[src/anrx_params.svh]
// constants for the auto-negotiation receive match detectors and link timer
`ifndef ANRX_PARAMS_SVH
`define ANRX_PARAMS_SVH

`define ANRX_WORD_W 16
`define ANRX_ACK_BIT 14
`define ANRX_MATCH_MASK 16'hBFFF
`define ANRX_CNT_W 2
`define ANRX_CNT_ZERO 2'h0
`define ANRX_CNT_ONE 2'h1
`define ANRX_CNT_FULL 2'h3
`define ANRX_WORD_ZERO 16'h0000
`define ANRX_ADV_ABILITY_DEFAULT 16'h0000
`define ANRX_CLK_PERIOD_NS 10
`define ANRX_LINK_TIMER_NS 10000000
`define ANRX_LINK_TIMER_CYCLES ((`ANRX_LINK_TIMER_NS + `ANRX_CLK_PERIOD_NS - 1) / `ANRX_CLK_PERIOD_NS)

`endif

[src/anrx_pkg.sv]
// types shared by the auto-negotiation receive match detector
package anrx_pkg;

   // link timer sequencing, one-hot
   typedef enum logic [2:0] {
      ANRX_TMR_IDLE = 3'h1,
      ANRX_TMR_RUN = 3'h2,
      ANRX_TMR_EXPIRED = 3'h4
   } anrx_tmr_state_t;

endpackage

[src/anrx_match_detect.sv]
// receive-side match detectors and link timer for 1000BASE-X auto-negotiation
// Functional notes
// - acknowledge_match: last three config words identical and each with Acknowledge set.
// - consecutive means back-to-back /C/ sets; words may be reused in new matches.
// - an /I/ ordered set clears the acknowledge match count.
// - second or third word differing from the first restarts acknowledge count at one.
// - acknowledge_match defaults FALSE and reads FALSE after every state entry.
// - a change of the enable control drives an_enable_change TRUE.
// - an_enable_change defaults FALSE and returns FALSE on state entry unless a new change arrives in the entry cycle.
// - consistency_match: ability word equals acknowledge word, Acknowledge bit ignored.
// - ability word captured on entry into acknowledge-detect.
// - idle_match after three back-to-back /I/ ordered sets.
// - a /C/ ordered set clears the idle match count.
// - idle_match defaults FALSE and reads FALSE after every state entry.
// - link timer runs nominal 10 ms, never early, at most 10 ms late.
// - link timer paces negotiation and leaves management time between steps.
// - fixed advertised ability value provided when no management exists.
// - ability_match: three identical words on D15,D13:D0; cleared by /I/ or mismatch.
`include "anrx_params.svh"

module anrx_match_detect #(
   parameter int unsigned LINK_TIMER_CYCLES = `ANRX_LINK_TIMER_CYCLES,
   parameter logic [`ANRX_WORD_W-1:0] ADV_ABILITY = `ANRX_ADV_ABILITY_DEFAULT
) (
   input wire logic clock,
   input wire logic srst,
   input wire logic rx_set_valid,
   input wire logic rx_set_is_config,
   input wire logic [`ANRX_WORD_W-1:0] rx_config_word,
   input wire logic state_entry,
   input wire logic enter_ack_detect,
   input wire logic an_enable,
   input wire logic link_timer_start,
   output logic ability_match,
   output logic acknowledge_match,
   output logic consistency_match,
   output logic idle_match,
   output logic an_enable_change,
   output logic an_enable_level,
   output logic link_timer_done,
   output logic [`ANRX_WORD_W-1:0] adv_ability
);

   localparam int TMR_W = (LINK_TIMER_CYCLES > 1) ? $clog2(LINK_TIMER_CYCLES) : 1;
   localparam logic [TMR_W-1:0] TMR_LOAD = TMR_W'(LINK_TIMER_CYCLES - 1);
   localparam logic [TMR_W-1:0] TMR_ZERO = '0;

   // ordered set classification
   wire is_c = rx_set_valid & rx_set_is_config;
   wire is_i = rx_set_valid & ~rx_set_is_config;

   // ---------------- ability match ----------------
   logic [`ANRX_CNT_W-1:0] abil_cnt;
   logic [`ANRX_WORD_W-1:0] abil_ref;
   wire [`ANRX_WORD_W-1:0] rx_masked = rx_config_word & `ANRX_MATCH_MASK;
   wire abil_same = (rx_masked == abil_ref);
   wire abil_restart = (abil_cnt == `ANRX_CNT_ZERO) | ~abil_same;
   wire [`ANRX_CNT_W-1:0] abil_inc = (abil_cnt == `ANRX_CNT_FULL) ? abil_cnt : abil_cnt + `ANRX_CNT_ONE;
   // ability count compare
   // a mismatching word restarts the count as the new first word
   wire [`ANRX_CNT_W-1:0] next_abil_cnt = is_i ? `ANRX_CNT_ZERO :
                                          !is_c ? abil_cnt :
                                          abil_restart ? `ANRX_CNT_ONE : abil_inc;
   wire [`ANRX_WORD_W-1:0] next_abil_ref = (is_c & abil_restart) ? rx_masked : abil_ref;
   wire next_ability_match = ~state_entry & (next_abil_cnt == `ANRX_CNT_FULL);

   // ability tracking registers
   always_ff @(posedge clock) begin
      if (srst) begin
         abil_cnt <= `ANRX_CNT_ZERO;
         abil_ref <= `ANRX_WORD_ZERO;
         ability_match <= 1'b0;
      end else begin
         abil_cnt <= next_abil_cnt;
         abil_ref <= next_abil_ref;
         ability_match <= next_ability_match;
      end
   end

   // ---------------- acknowledge match ----------------
   logic [`ANRX_CNT_W-1:0] ack_cnt;
   logic [`ANRX_WORD_W-1:0] ack_ref;
   wire ack_same = (rx_config_word == ack_ref);
   wire ack_restart = (ack_cnt == `ANRX_CNT_ZERO) | ~ack_same;
   wire [`ANRX_CNT_W-1:0] ack_inc = (ack_cnt == `ANRX_CNT_FULL) ? ack_cnt : ack_cnt + `ANRX_CNT_ONE;
   // sliding window reuse
   // saturating at full lets every further equal word keep the match alive
   // idle clears count
   wire [`ANRX_CNT_W-1:0] next_ack_cnt = is_i ? `ANRX_CNT_ZERO :
                                         !is_c ? ack_cnt :
                                         ack_restart ? `ANRX_CNT_ONE : ack_inc;
   wire [`ANRX_WORD_W-1:0] next_ack_ref = (is_c & ack_restart) ? rx_config_word : ack_ref;
   wire next_ack_bit = next_ack_ref[`ANRX_ACK_BIT];
   wire next_ack_match = ~state_entry & (next_ack_cnt == `ANRX_CNT_FULL) & next_ack_bit;

   // acknowledge tracking registers
   always_ff @(posedge clock) begin
      if (srst) begin
         ack_cnt <= `ANRX_CNT_ZERO;
         ack_ref <= `ANRX_WORD_ZERO;
         acknowledge_match <= 1'b0;
      end else begin
         ack_cnt <= next_ack_cnt;
         ack_ref <= next_ack_ref;
         acknowledge_match <= next_ack_match;
      end
   end

   // ---------------- consistency ----------------
   logic [`ANRX_WORD_W-1:0] abil_capt;
   wire [`ANRX_WORD_W-1:0] next_abil_capt = enter_ack_detect ? abil_ref : abil_capt;
   // compare without ack
   // the ack word is masked here and the ability word already excludes D14, so the acknowledge bit never decides
   wire capt_equal = ((next_ack_ref & `ANRX_MATCH_MASK) == next_abil_capt);
   wire next_consistency = next_ack_match & capt_equal;

   // consistency registers
   always_ff @(posedge clock) begin
      if (srst) begin
         abil_capt <= `ANRX_WORD_ZERO;
         consistency_match <= 1'b0;
      end else begin
         abil_capt <= next_abil_capt;
         consistency_match <= next_consistency;
      end
   end

   // ---------------- idle match ----------------
   logic [`ANRX_CNT_W-1:0] idle_cnt;
   wire [`ANRX_CNT_W-1:0] idle_inc = (idle_cnt == `ANRX_CNT_FULL) ? idle_cnt : idle_cnt + `ANRX_CNT_ONE;
   wire [`ANRX_CNT_W-1:0] next_idle_cnt = is_c ? `ANRX_CNT_ZERO : (is_i ? idle_inc : idle_cnt);
   wire next_idle_match = ~state_entry & (next_idle_cnt == `ANRX_CNT_FULL);

   // idle registers
   always_ff @(posedge clock) begin
      if (srst) begin
         idle_cnt <= `ANRX_CNT_ZERO;
         idle_match <= 1'b0;
      end else begin
         idle_cnt <= next_idle_cnt;
         idle_match <= next_idle_match;
      end
   end

   // ---------------- enable change detect ----------------
   logic en_s1;
   logic en_s2;
   logic en_s3;
   logic en_primed;
   // enable bit from management
   // a change counts only once the second and third stage agree
   wire en_agree = (en_s2 == en_s3);
   // first agreement after reset loads the level silently, no false change
   // detect enable change
   wire en_new_change = en_agree & en_primed & (en_s3 != an_enable_level);
   // clear on entry
   // a change in the entry cycle wins over the clear
   wire next_change = en_new_change | (an_enable_change & ~state_entry);
   wire next_en_level = en_agree ? en_s3 : an_enable_level;

   // synchroniser and change flag
   always_ff @(posedge clock) begin
      if (srst) begin
         en_s1 <= 1'b0;
         en_s2 <= 1'b0;
         en_s3 <= 1'b0;
         en_primed <= 1'b0;
         an_enable_level <= 1'b0;
         an_enable_change <= 1'b0;
      end else begin
         en_s1 <= an_enable;
         en_s2 <= en_s1;
         en_s3 <= en_s2;
         en_primed <= en_primed | en_agree;
         an_enable_level <= next_en_level;
         an_enable_change <= next_change;
      end
   end

   // ---------------- link timer ----------------
   anrx_pkg::anrx_tmr_state_t tmr_state;
   anrx_pkg::anrx_tmr_state_t next_tmr_state;
   logic [TMR_W-1:0] tmr_cnt;
   logic [TMR_W-1:0] next_tmr_cnt;

   always_comb begin
      next_tmr_state = tmr_state;
      next_tmr_cnt = tmr_cnt;
      if (link_timer_start) begin
         next_tmr_state = anrx_pkg::ANRX_TMR_RUN;
         next_tmr_cnt = TMR_LOAD;
      end else begin
         case (tmr_state)
            anrx_pkg::ANRX_TMR_IDLE: begin
               next_tmr_state = anrx_pkg::ANRX_TMR_IDLE;
            end
            anrx_pkg::ANRX_TMR_RUN: begin
               if (tmr_cnt == TMR_ZERO) begin
                  next_tmr_state = anrx_pkg::ANRX_TMR_EXPIRED;
               end else begin
                  next_tmr_cnt = tmr_cnt - TMR_W'(1);
               end
            end
            anrx_pkg::ANRX_TMR_EXPIRED: begin
               next_tmr_state = anrx_pkg::ANRX_TMR_EXPIRED;
            end
            default: begin
               next_tmr_state = anrx_pkg::ANRX_TMR_IDLE;
            end
         endcase
      end
   end

   // timer registers and fixed advertised ability
   always_ff @(posedge clock) begin
      if (srst) begin
         tmr_state <= anrx_pkg::ANRX_TMR_IDLE;
         tmr_cnt <= TMR_ZERO;
         link_timer_done <= 1'b0;
         adv_ability <= `ANRX_WORD_ZERO;
      end else begin
         tmr_state <= next_tmr_state;
         tmr_cnt <= next_tmr_cnt;
         link_timer_done <= (next_tmr_state == anrx_pkg::ANRX_TMR_EXPIRED);
         adv_ability <= ADV_ABILITY;
      end
   end

   // ---------------- checks ----------------
   // elapsed cycles since the last start, saturating, for the timer check
   logic [TMR_W:0] chk_elapsed;
   always_ff @(posedge clock) begin
      if (srst) begin
         chk_elapsed <= '0;
      end else if (link_timer_start) begin
         chk_elapsed <= '0;
      end else if (chk_elapsed[TMR_W] == 1'b0) begin
         chk_elapsed <= chk_elapsed + (TMR_W+1)'(1);
      end
   end
endmodule // anrx_match_detect

[config.mk]
export PLATFORM = sky130hd
export DESIGN_NAME = anrx_match_detect
export DESIGN_NICKNAME = d
export VERILOG_FILES = /design/src/anrx_pkg.sv /design/src/anrx_match_detect.sv
export VERILOG_INCLUDE_DIRS = /design/src
export SDC_FILE = /design/constraint.sdc
export NUM_CORES = 1
export LEC_CHECK = 0
export ABC_AREA = 0
export ABC_CLOCK_PERIOD_IN_PS = 3400
export BUFFER_PORTS_ARGS = -buffer_cell sky130_fd_sc_hd__buf_2
export CORE_AREA = 10 10 145 80
export CTS_CLUSTER_DIAMETER = 120
export CTS_CLUSTER_SIZE = 30
export DETAILED_ROUTE_END_ITERATION = 6
export DIE_AREA = 0 0 155 90
export SYNTH_ARGS = -nofsm -noshare
export SYNTH_HDL_FRONTEND = slang
export SYNTH_SLANG_ARGS = --single-unit
[constraint.sdc]
create_clock -name clock -period 3.4 [get_ports clock]
set_input_delay 0.17 -clock clock [delete_from_list [all_inputs] [get_ports clock]]
set_output_delay 0.17 -clock clock [all_outputs]
set_load 0.01 [all_outputs]
==> results of run 1 <==
-- final cells by class --
class / instances / area (um^2) / area share
Sequential cell: 87 / 1740 / 0.384
Timing Repair Buffer: 34 / 180 / 0.0398
Clock inverter: 3 / 40.0 / 0.00883
Tap cell: 121 / 151 / 0.0334
Inverter: 14 / 52.6 / 0.0116
Clock buffer: 13 / 270 / 0.0596
Multi-Input combinational cell: 322 / 2100 / 0.462
-- flip-flops by register name, summed over array words and instances, names as in the netlist, 2 cells and up --
signal	cells
abil_capt	16
tmr_state	3
abil_ref	15
idle_cnt	2
abil_cnt	2
ack_ref	16
ack_cnt	2
tmr_cnt	20
-- kinds of logic after synthesis --
group           count (synthesis)  share of synthesized area
flops                          87                      0.433
other cells                     1                   0.000932
mux                            45                      0.112
compound gates                 52                     0.0805
buf+inv                        46                     0.0606
xor+xnor                       58                      0.126
simple gates                  149                      0.181
fa+ha+maj                       2                    0.00622
-- final timing paths --
| check | startpoint | to | slack, ns | cells past startpoint |
|---|---|---|---|---|
| hold / removal | an_enable | en_s1$_SDFF_PP0_ | 0.05 | 2 |
| setup / recovery | ack_ref[15]$_SDFF_PP0_ | consistency_match$_SDFF_PP0_ | 0.51 | 8 |
| setup reg to reg | ack_ref[15]$_SDFF_PP0_ | consistency_match$_SDFF_PP0_ | 0.51 | 8 |
| hold reg to reg | en_s1$_SDFF_PP0_ | en_s2$_SDFF_PP0_ | 0.44 | 1 |
-- cell usage after synthesis (4+ instances only) --
library cell  count
or4_1             4
nor2b_1           6
xnor2_1          36
nand2_1          11
nand4_1           6
or3_1             5
a21oi_1          25
nor4_1           11
inv_1            14
o21ai_0          10
mux2i_1          45
nor2_1           77
clkbuf_1         14
nor3_1            7
dfxtp_1          87
a211oi_1          5
xor2_1           22
nand3_1           6
buf_4            16
-- report_power, final --
group | switching [mW] | internal [mW]
Sequential | 0.0336 | 1.06
Clock | 0.375 | 0.627
Combinational | 0.160 | 0.104
-- routing by layer --
layer	vias to the layer above	global-route usage	share of wire
li1	1527	-	-
met1	1400	0.213	0.53
met2	79	0.161	0.38
met3	9	0.0461	0.082
met4	0	0.0313	0.0066
met5	-	0	0
-- metrics by stage --
stage                     total power [mW]   util
after global routing                  2.46  0.494
after floorplan                       1.31      -
after global placement                1.37  0.461
after CTS                             2.38  0.494
after detailed placement              1.38  0.461
final                                 2.36  0.494
==> metrics.md, run 1 <==
| Metric | Value |
|---|---|
| Critical path endpoint category | `flop` |
| Synth area leader | `dfxtp_1` |
| Vias | `3,015` |
| Num CTS Buffers | `9` |
| CP Launch Type | `flop` |
| Final hold vios | `0` |
| Post-Syn Instances | `440` |
| Worst IR drop on VDD | `0.000224 V` |
| Core area | `0.00917 mm^2` |
| Kind of cell adding the most delay to the critical path | `simple AND/OR/NAND/NOR gates` |
| Worst path cell trace | `and2b_1 > or4_1 > or4_4 > o21ai_4 > mux2i_1 > xnor2_1 > nand4_1 > nor4_2` |
| Critical path's slowest cell | `or4_4` |
| Max cap viols | `0` |
| Layout Skew | `0.00753 ns` |
| Worst-Skew Late Latency | `0.33 ns` |
| Syn avg cell area | `9.15 um^2` |
| Ratio of cells with drive above 1 in the final layout | `0.114` |
| WP data required | `3.65 ns` |
| Setup ws final | `0.513 ns` |
| Worst Path Buf+Inv | `0` |
| Initial antenna violation count | `0` |
| CTS sink cnt | `87` |
| Final std cells w/o fill | `594` |
| Area after DPL | `0.00422 mm^2` |
| Vias in the first global route | `2,773` |
| PortBufs | `30` |
| Yosys cell types | `44` |
| Area Growth Syn to Fin | `12.6%` |
| Post-route cell area | `0.00453 mm^2` |
| Setup violators final | `0` |
| Site Rows | `25` |
| Largest net degree at the start of global routing | `70` |
| RSZ-0062 raised after global routing | `false` |
| I/O pin count | `47` |
| Outcome | `finished, final reports clean` |
| Pwr dens | `521 mW/mm^2` |
| Commonest cells after routing, fill and taps aside | `dfxtp_1 (87), nor2_1 (77), mux2i_1 (45)` |
| Hold buffer count at CTS | `0` |
| Chip width | `155 um` |
| Post-Syn Area | `0.00403 mm^2` |
| Post CTS Setup Buffer Count | `0` |
| Synth warnings | `0` |
| CTS max path bufs | `2` |
| H-tree depth | `3` |
| Post-CTS resize count | `0` |
| Final antenna-violating net count | `0` |
| Post-synth ARST share | `0` |
| Root Buffer | `clkbuf_16` |
| Drt initial violations | `213` |
| Initial cell density of the core | `0.439` |
| Achievable Freq | `346 MHz` |
| Clock-pin slew on the worst setup and hold paths | `0.06 ns` |
| Final worst-path cycle share | `0.849` |
| Max Slew Vio Count | `0` |
| #FFs+latches synth | `87` |
| Slew margin rel. | `0.510` |
| DIE HEIGHT | `90 um` |
| Die area | `0.0140 mm^2` |
| Global route overflow | `0` |
| Number of fill cells | `882` |
| DP HPWL | `7.15 mm` |
| GRT Total Usage | `0.135` |
| Setup TNS | `0 ns` |
| Worst-margin pin slew | `0.735 ns` |
| Commonest non-fill, non-tap cell in the layout | `dfxtp_1` |
| GP Congestion | `0.826` |
| Post-synth EDFFs | `0` |
| Fin crit period | `2.89 ns` |
| Global-route wire length before repair | `15.1 mm` |
| Hold slack | `0.0508 ns` |
| CTS tree | `built` |
| Drt total wl | `9.49 mm` |
| ANT cells | `0` |
| Sequential-to-total area share from yosys stat | `0.433` |
| Leak pwr | `1.94 nW` |
| Cell count after placement | `578` |
| Drt drc | `0` |
| CP peak stage delay | `0.59 ns` |
| Setup Crit Path Kind | `reg2reg` |
| Top_reg_cell synth | `dfxtp_1` |
| Vias/cell | `5.08` |
| WP data arrival | `3.14 ns` |
| Router iterations before antenna repair | `5` |
| Layout Nets | `494` |
| Dpl ws | `0.518 ns` |
| Critical Path Fanout Max | `8` |
| Hold/Removal Path Class | `in2reg` |
| Yosys top cell area share | `0.433` |
| Top cells by area, synth | `dfxtp_1 (43%), mux2i_1 (11%), xnor2_1 (7.8%)` |
| Routed len/inst | `16.0 um` |
(Power assumes the default switching activity.)
==> run 2, diff against run 1 <==
ABC_CLOCK_PERIOD_IN_PS = 2900   (was 3400)
clock period = 2.9 ns   (was 3.4 ns; I/O delays follow)
==> metrics.md, run 2 (same netlist as run 1, synthesis figures left out) <==
| Metric | Value |
|---|---|
| Outcome | `finished, final reports clean` |
| Hold buffer count at CTS | `0` |
| FF-to-FF setup slack | `0.03 ns` |
| Global route overflow | `0` |
| WP data required | `3.16 ns` |
| CTS tree | `built` |
| Fin crit period | `2.87 ns` |
| Commonest cells after routing, fill and taps aside | `dfxtp_1 (86), nor2_1 (77), mux2i_1 (40)` |
| Drt drc | `0` |
| Setup violators final | `0` |
| Core area | `0.00917 mm^2` |
| Commonest non-fill, non-tap cell in the layout | `dfxtp_1` |
| WP data arrival | `3.12 ns` |
| Hold Path Sink | `en_s1$_SDFF_PP0_` |
| Final worst-path cycle share | `0.988` |
| Largest registers | `tmr_cnt: 20 flops, abil_capt: 16 flops, ack_ref: 16 flops` |
| Critical path endpoint category | `flop` |
| Root Buffer | `clkbuf_16` |
| Worst R2R End | `consistency_match$_SDFF_PP0_` |
| Vias in the first global route | `2,809` |
| Site Rows | `25` |
| GP Congestion | `0.852` |
| Global-route wire length before repair | `15.4 mm` |
| Initial antenna violation count | `0` |
| Setup Crit Path Kind | `reg2reg` |
| Achievable Freq | `349 MHz` |
| Leak pwr | `1.95 nW` |
| Routed len/inst | `15.9 um` |
| FF-to-FF Start | `ack_ref[15]$_SDFF_PP0_` |
| Layout Nets | `499` |
| Max Slew Vio Count | `0` |
| Max reg flops | `20` |
| CTS sink cnt | `87` |
| Layout Skew | `0.00776 ns` |
| Hold/Removal Path Class | `in2reg` |
| Worst-margin pin slew | `0.639 ns` |
| Final hold vios | `0` |
| Hold depth | `2` |
| Router iterations before antenna repair | `4` |
| Vias | `3,016` |
| Number of fill cells | `880` |
| Worst Reg2Reg Path Length in Cells | `9` |
| Slew margin rel. | `0.574` |
| GRT Total Usage | `0.136` |
| Critical Path Fanout Max | `5` |
| I/O pin count | `47` |
| Chip width | `155 um` |
| CP Launch Type | `flop` |
| Ratio of cells with drive above 1 in the final layout | `0.138` |
| Worst IR drop on VDD | `0.000315 V` |
| Drt initial violations | `300` |
| Largest net degree at the start of global routing | `63` |
| CTS max path bufs | `2` |
| Clock-pin slew on the worst setup and hold paths | `0.06 ns` |
| Final antenna-violating net count | `0` |
| Worst-Skew Late Latency | `0.34 ns` |
| Max cap viols | `0` |
| H-tree depth | `3` |
| Die area | `0.0140 mm^2` |
| Hold_sp | `an_enable` |
| Setup ws final | `0.0347 ns` |
| DIE HEIGHT | `90 um` |
| Area Growth Syn to Fin | `14.4%` |
| DP HPWL | `7.08 mm` |
| Drt total wl | `9.52 mm` |
| ANT cells | `0` |
| Reg with most FFs | `tmr_cnt` |
| Hold slack | `0.0208 ns` |
| PortBufs | `30` |
| Vias/cell | `5.04` |
| Num CTS Buffers | `9` |
| Initial cell density of the core | `0.439` |
| Pwr dens | `606 mW/mm^2` |
| Dpl ws | `0.0649 ns` |
[run 2: changes by cell type in the layout (fill, tap and decap cells not counted), moves of 2 or more]
cell     before  now
mux2i_2       0    4
buf_6         0    2
mux2i_1      45   40
buf_4         4    7
[run 2: worst max path at each step]
| stage | cells after the start | slack [ns] | from | endpoint |
|---|---|---|---|---|
| floorplan | 8 | 0.26 | ack_ref[15]$_SDFF_PP0_ | consistency_match$_SDFF_PP0_ |
| global placement | 8 | 0.18 | ack_ref[15]$_SDFF_PP0_ | consistency_match$_SDFF_PP0_ |
| detailed placement | 8 | 0.06 | ack_ref[15]$_SDFF_PP0_ | consistency_match$_SDFF_PP0_ |
| CTS | 8 | 0.04 | ack_ref[15]$_SDFF_PP0_ | consistency_match$_SDFF_PP0_ |
| global route | 9 | -0.004 | ack_ref[15]$_SDFF_PP0_ | consistency_match$_SDFF_PP0_ |
| finish | 9 | 0.03 | ack_ref[15]$_SDFF_PP0_ | consistency_match$_SDFF_PP0_ |
[run 2: metal layers]
| metal | part of all wire | wire (um) | global-route usage | vias up |
|---|---|---|---|---|
| met4 | 0.012 | 119 | 0.0407 | 0 |
| met3 | 0.061 | 582 | 0.0456 | 12 |
| met2 | 0.36 | 3410 | 0.162 | 67 |
| met1 | 0.57 | 5420 | 0.215 | 1395 |
| li1 | - | - | - | 1542 |
| met5 | 0 | 0 | 0 | - |
[run 2: area by class of cell]
| class | instances | area (um^2) | share of cell area |
|---|---|---|---|
| clock buffer | 11 | 253 | 0.0549 |
| inverter | 14 | 52.6 | 0.0114 |
| sequential | 87 | 1740 | 0.379 |
| tap | 121 | 151 | 0.0329 |
| timing repair buffer | 39 | 225 | 0.0489 |
| multi-input combinational | 322 | 2120 | 0.461 |
| clock inverter | 5 | 56.3 | 0.0122 |
[run 2: stage by stage]
step / setup TNS, ns / cells / total power [mW] / cell area (um^2) / utilization
after floorplan: 0 / 455 / 1.53 / 4080 / -
final: 0 / 599 / 2.79 / 4600 / 0.502
after detailed placement: 0 / 581 / 1.62 / 4240 / 0.463
after global placement: 0 / 581 / 1.61 / 4240 / 0.463
after global routing: -0.00382 / 599 / 2.92 / 4600 / 0.502
after CTS: 0 / 597 / 2.80 / 4550 / 0.497
[run 2: worst max-delay path, cell delays in order (launching register included)]
cell,delay [ns]
dfxtp_2,0.34
and2b_1,0.17
or4_1,0.49
or4_4,0.59
o21ai_4,0.31
buf_6,0.15
mux2i_1,0.09
mux2i_1,0.22
nand4_1,0.14
nor4_2,0.28
[run 2: what timing repair did]
| action | CTS | global route |
|---|---|---|
| setup buffers | 0 | 2 |
| setup endpoints to repair | 0 | 1 |
| endpoints found under the hold margin | 0 | 0 |
| gates resized for setup | 0 | 9 |
[run 2: power by group]
| part | switching [mW] | total (mW) | internal (mW) |
|---|---|---|---|
| Combinational | 0.190 | 0.321 | 0.131 |
| Sequential | 0.0400 | 1.28 | 1.24 |
| Clock | 0.474 | 1.19 | 0.713 |
==> run 3, diff against run 2 <==
CELL_PAD_IN_SITES_DETAIL_PLACEMENT = 1   (was not set)
CELL_PAD_IN_SITES_GLOBAL_PLACEMENT = 2   (was not set)
CORE_AREA = 10 10 161 88   (was 10 10 145 80)
DIE_AREA = 0 0 171 98   (was 0 0 155 90)
PLACE_DENSITY_LB_ADDON = 0.1   (was not set)
==> metrics.md, run 3 (same netlist as run 1, synthesis figures left out) <==
| Metric | Value |
|---|---|
| Layout Nets | `507` |
| Chip width | `171 um` |
| Layout Skew | `0.00944 ns` |
| CTS tree | `built` |
| Leak pwr | `2.00 nW` |
| Max reg flops | `20` |
| Initial cell density of the core | `0.350` |
| Max Slew Vio Count | `0` |
| CP Launch Type | `flop` |
| Initial antenna violation count | `0` |
| Root Buffer | `clkbuf_16` |
| Commonest cells after routing, fill and taps aside | `dfxtp_1 (85), nor2_1 (77), mux2i_1 (42)` |
| Setup Crit Path Kind | `reg2reg` |
| CTS max path bufs | `2` |
| Final antenna-violating net count | `0` |
| Post-route cell area | `0.00473 mm^2` |
| GP Congestion | `0.809` |
| ANT cells | `0` |
| Outcome | `finished, final reports clean` |
| DIE HEIGHT | `98 um` |
| Worst-margin pin slew | `0.595 ns` |
| Reg with most FFs | `tmr_cnt` |
| Routed len/inst | `17.7 um` |
| I/O pin count | `47` |
| Pwr dens | `609 mW/mm^2` |
| Largest net degree at the start of global routing | `48` |
| Max cap viols | `0` |
| Worst IR drop on VDD | `0.000237 V` |
| H-tree depth | `3` |
| Clock-pin slew on the worst setup and hold paths | `0.06 ns` |
| Fin crit period | `2.80 ns` |
| DP HPWL | `8.52 mm` |
| PortBufs | `30` |
| Vias/cell | `4.89` |
| Hold/Removal Path Class | `in2reg` |
| GRT Total Usage | `0.135` |
| Drt initial violations | `164` |
| Site Rows | `28` |
| Critical path endpoint category | `flop` |
| Crit-path most repeated cell | `or4_4` |
| Core area | `0.0115 mm^2` |
| Die area | `0.0168 mm^2` |
| CTS sink cnt | `87` |
| Router iterations before antenna repair | `4` |
| Final worst-path cycle share | `0.966` |
| RSZ-0062 raised after global routing | `true` |
| Hold buffer count at CTS | `0` |
| Num CTS Buffers | `9` |
| Worst path cell trace | `nor2b_1 > or4_4 > or4_4 > o21ai_4 > buf_6 > mux2i_4 > xnor2_1 > nand3_1 > nor4_2` |
| Vias | `3,104` |
| Largest registers | `tmr_cnt: 20 flops, abil_capt: 16 flops, ack_ref: 16 flops` |
| Setup TNS | `0 ns` |
| Area after DPL | `0.00430 mm^2` |
| Commonest non-fill, non-tap cell in the layout | `dfxtp_1` |
| Hold slack | `0.0181 ns` |
| Critical path's slowest cell | `or4_4` |
| Slew margin rel. | `0.599` |
| Drt drc | `0` |
| Global-route wire length before repair | `17.4 mm` |
| Worst-Skew Late Latency | `0.34 ns` |
| Vias in the first global route | `3,063` |
| Setup violators final | `0` |
| Final hold vios | `0` |
| FF-to-FF setup slack | `0.1 ns` |
| Global route overflow | `0` |
| Achievable Freq | `357 MHz` |
| WP data required | `3.16 ns` |
| Critical Path Fanout Max | `5` |
| WP data arrival | `3.07 ns` |
| Drt total wl | `11.3 mm` |
| CP peak stage delay | `0.55 ns` |
| Ratio of cells with drive above 1 in the final layout | `0.146` |
| Area Growth Syn to Fin | `17.5%` |
==> run 3: critical path: cells and delay by family (launching register included) <==
family	cells	cell delay [ns]
AO/OA/AOI/OAI	1	0.24
XOR/XNOR	1	0.14
buffers and inverters	1	0.19
flip-flops	1	0.33
multiplexers	1	0.24
AND/OR/NAND/NOR	5	1.58
==> run 3: timing repair <==
| action | CTS | global route |
|---|---|---|
| endpoints found under the setup margin | 1 | 1 |
| resized for setup | 0 | 10 |
| buffers inserted | 1 | 6 |
| pin swaps | 1 | 6 |
==> run 3: cell type report <==
type / instances / area, um^2
repair buffers: 47 / 294
inverters: 14 / 52.6
clock buffers: 12 / 246
clock inverters: 3 / 67.6
flip-flops and latches: 87 / 1740
fillers: 1334 / 6760
well taps: 150 / 188
multi-input cells: 322 / 2140
==> run 3: final timing paths <==
kind                          startpoint                            to  cells past startpoint
setup / recovery  ack_ref[13]$_SDFF_PP0_  consistency_match$_SDFF_PP0_                      9
hold / removal                 an_enable              en_s1$_SDFF_PP0_                      2
setup reg to reg  ack_ref[13]$_SDFF_PP0_  consistency_match$_SDFF_PP0_                      9
hold reg to reg         en_s1$_SDFF_PP0_              en_s2$_SDFF_PP0_                      1
==> run 3: routing by layer <==
metal / routed length (um) / global-route usage / vias up / share of wire
li1: - / - / 1550 / -
met1: 6510 / 0.212 / 1479 / 0.58
met2: 4010 / 0.164 / 63 / 0.36
met3: 631 / 0.0430 / 12 / 0.056
met4: 104 / 0.0339 / 0 / 0.0092
met5: 0 / 0 / - / 0
==> run 3: report_power, final <==
part / internal, mW / switching (mW) / total (mW) / leakage, nW
Combinational: 0.139 / 0.205 / 0.344 / 1.14
Clock: 0.775 / 0.479 / 1.25 / 0.149
Sequential: 1.24 / 0.0406 / 1.28 / 0.713
==> run 3: per-stage QoR <==
step                power, mW  setup slack (ns)   util  instances
floorplan                1.53             0.262      -        455
global placement         1.63            0.0442  0.374        613
detailed placement       1.64           -0.0214  0.374        613
CTS                      2.90            0.0259  0.404        629
global route             3.01           -0.0552  0.412        635
finish                   2.88            0.0973  0.412        635
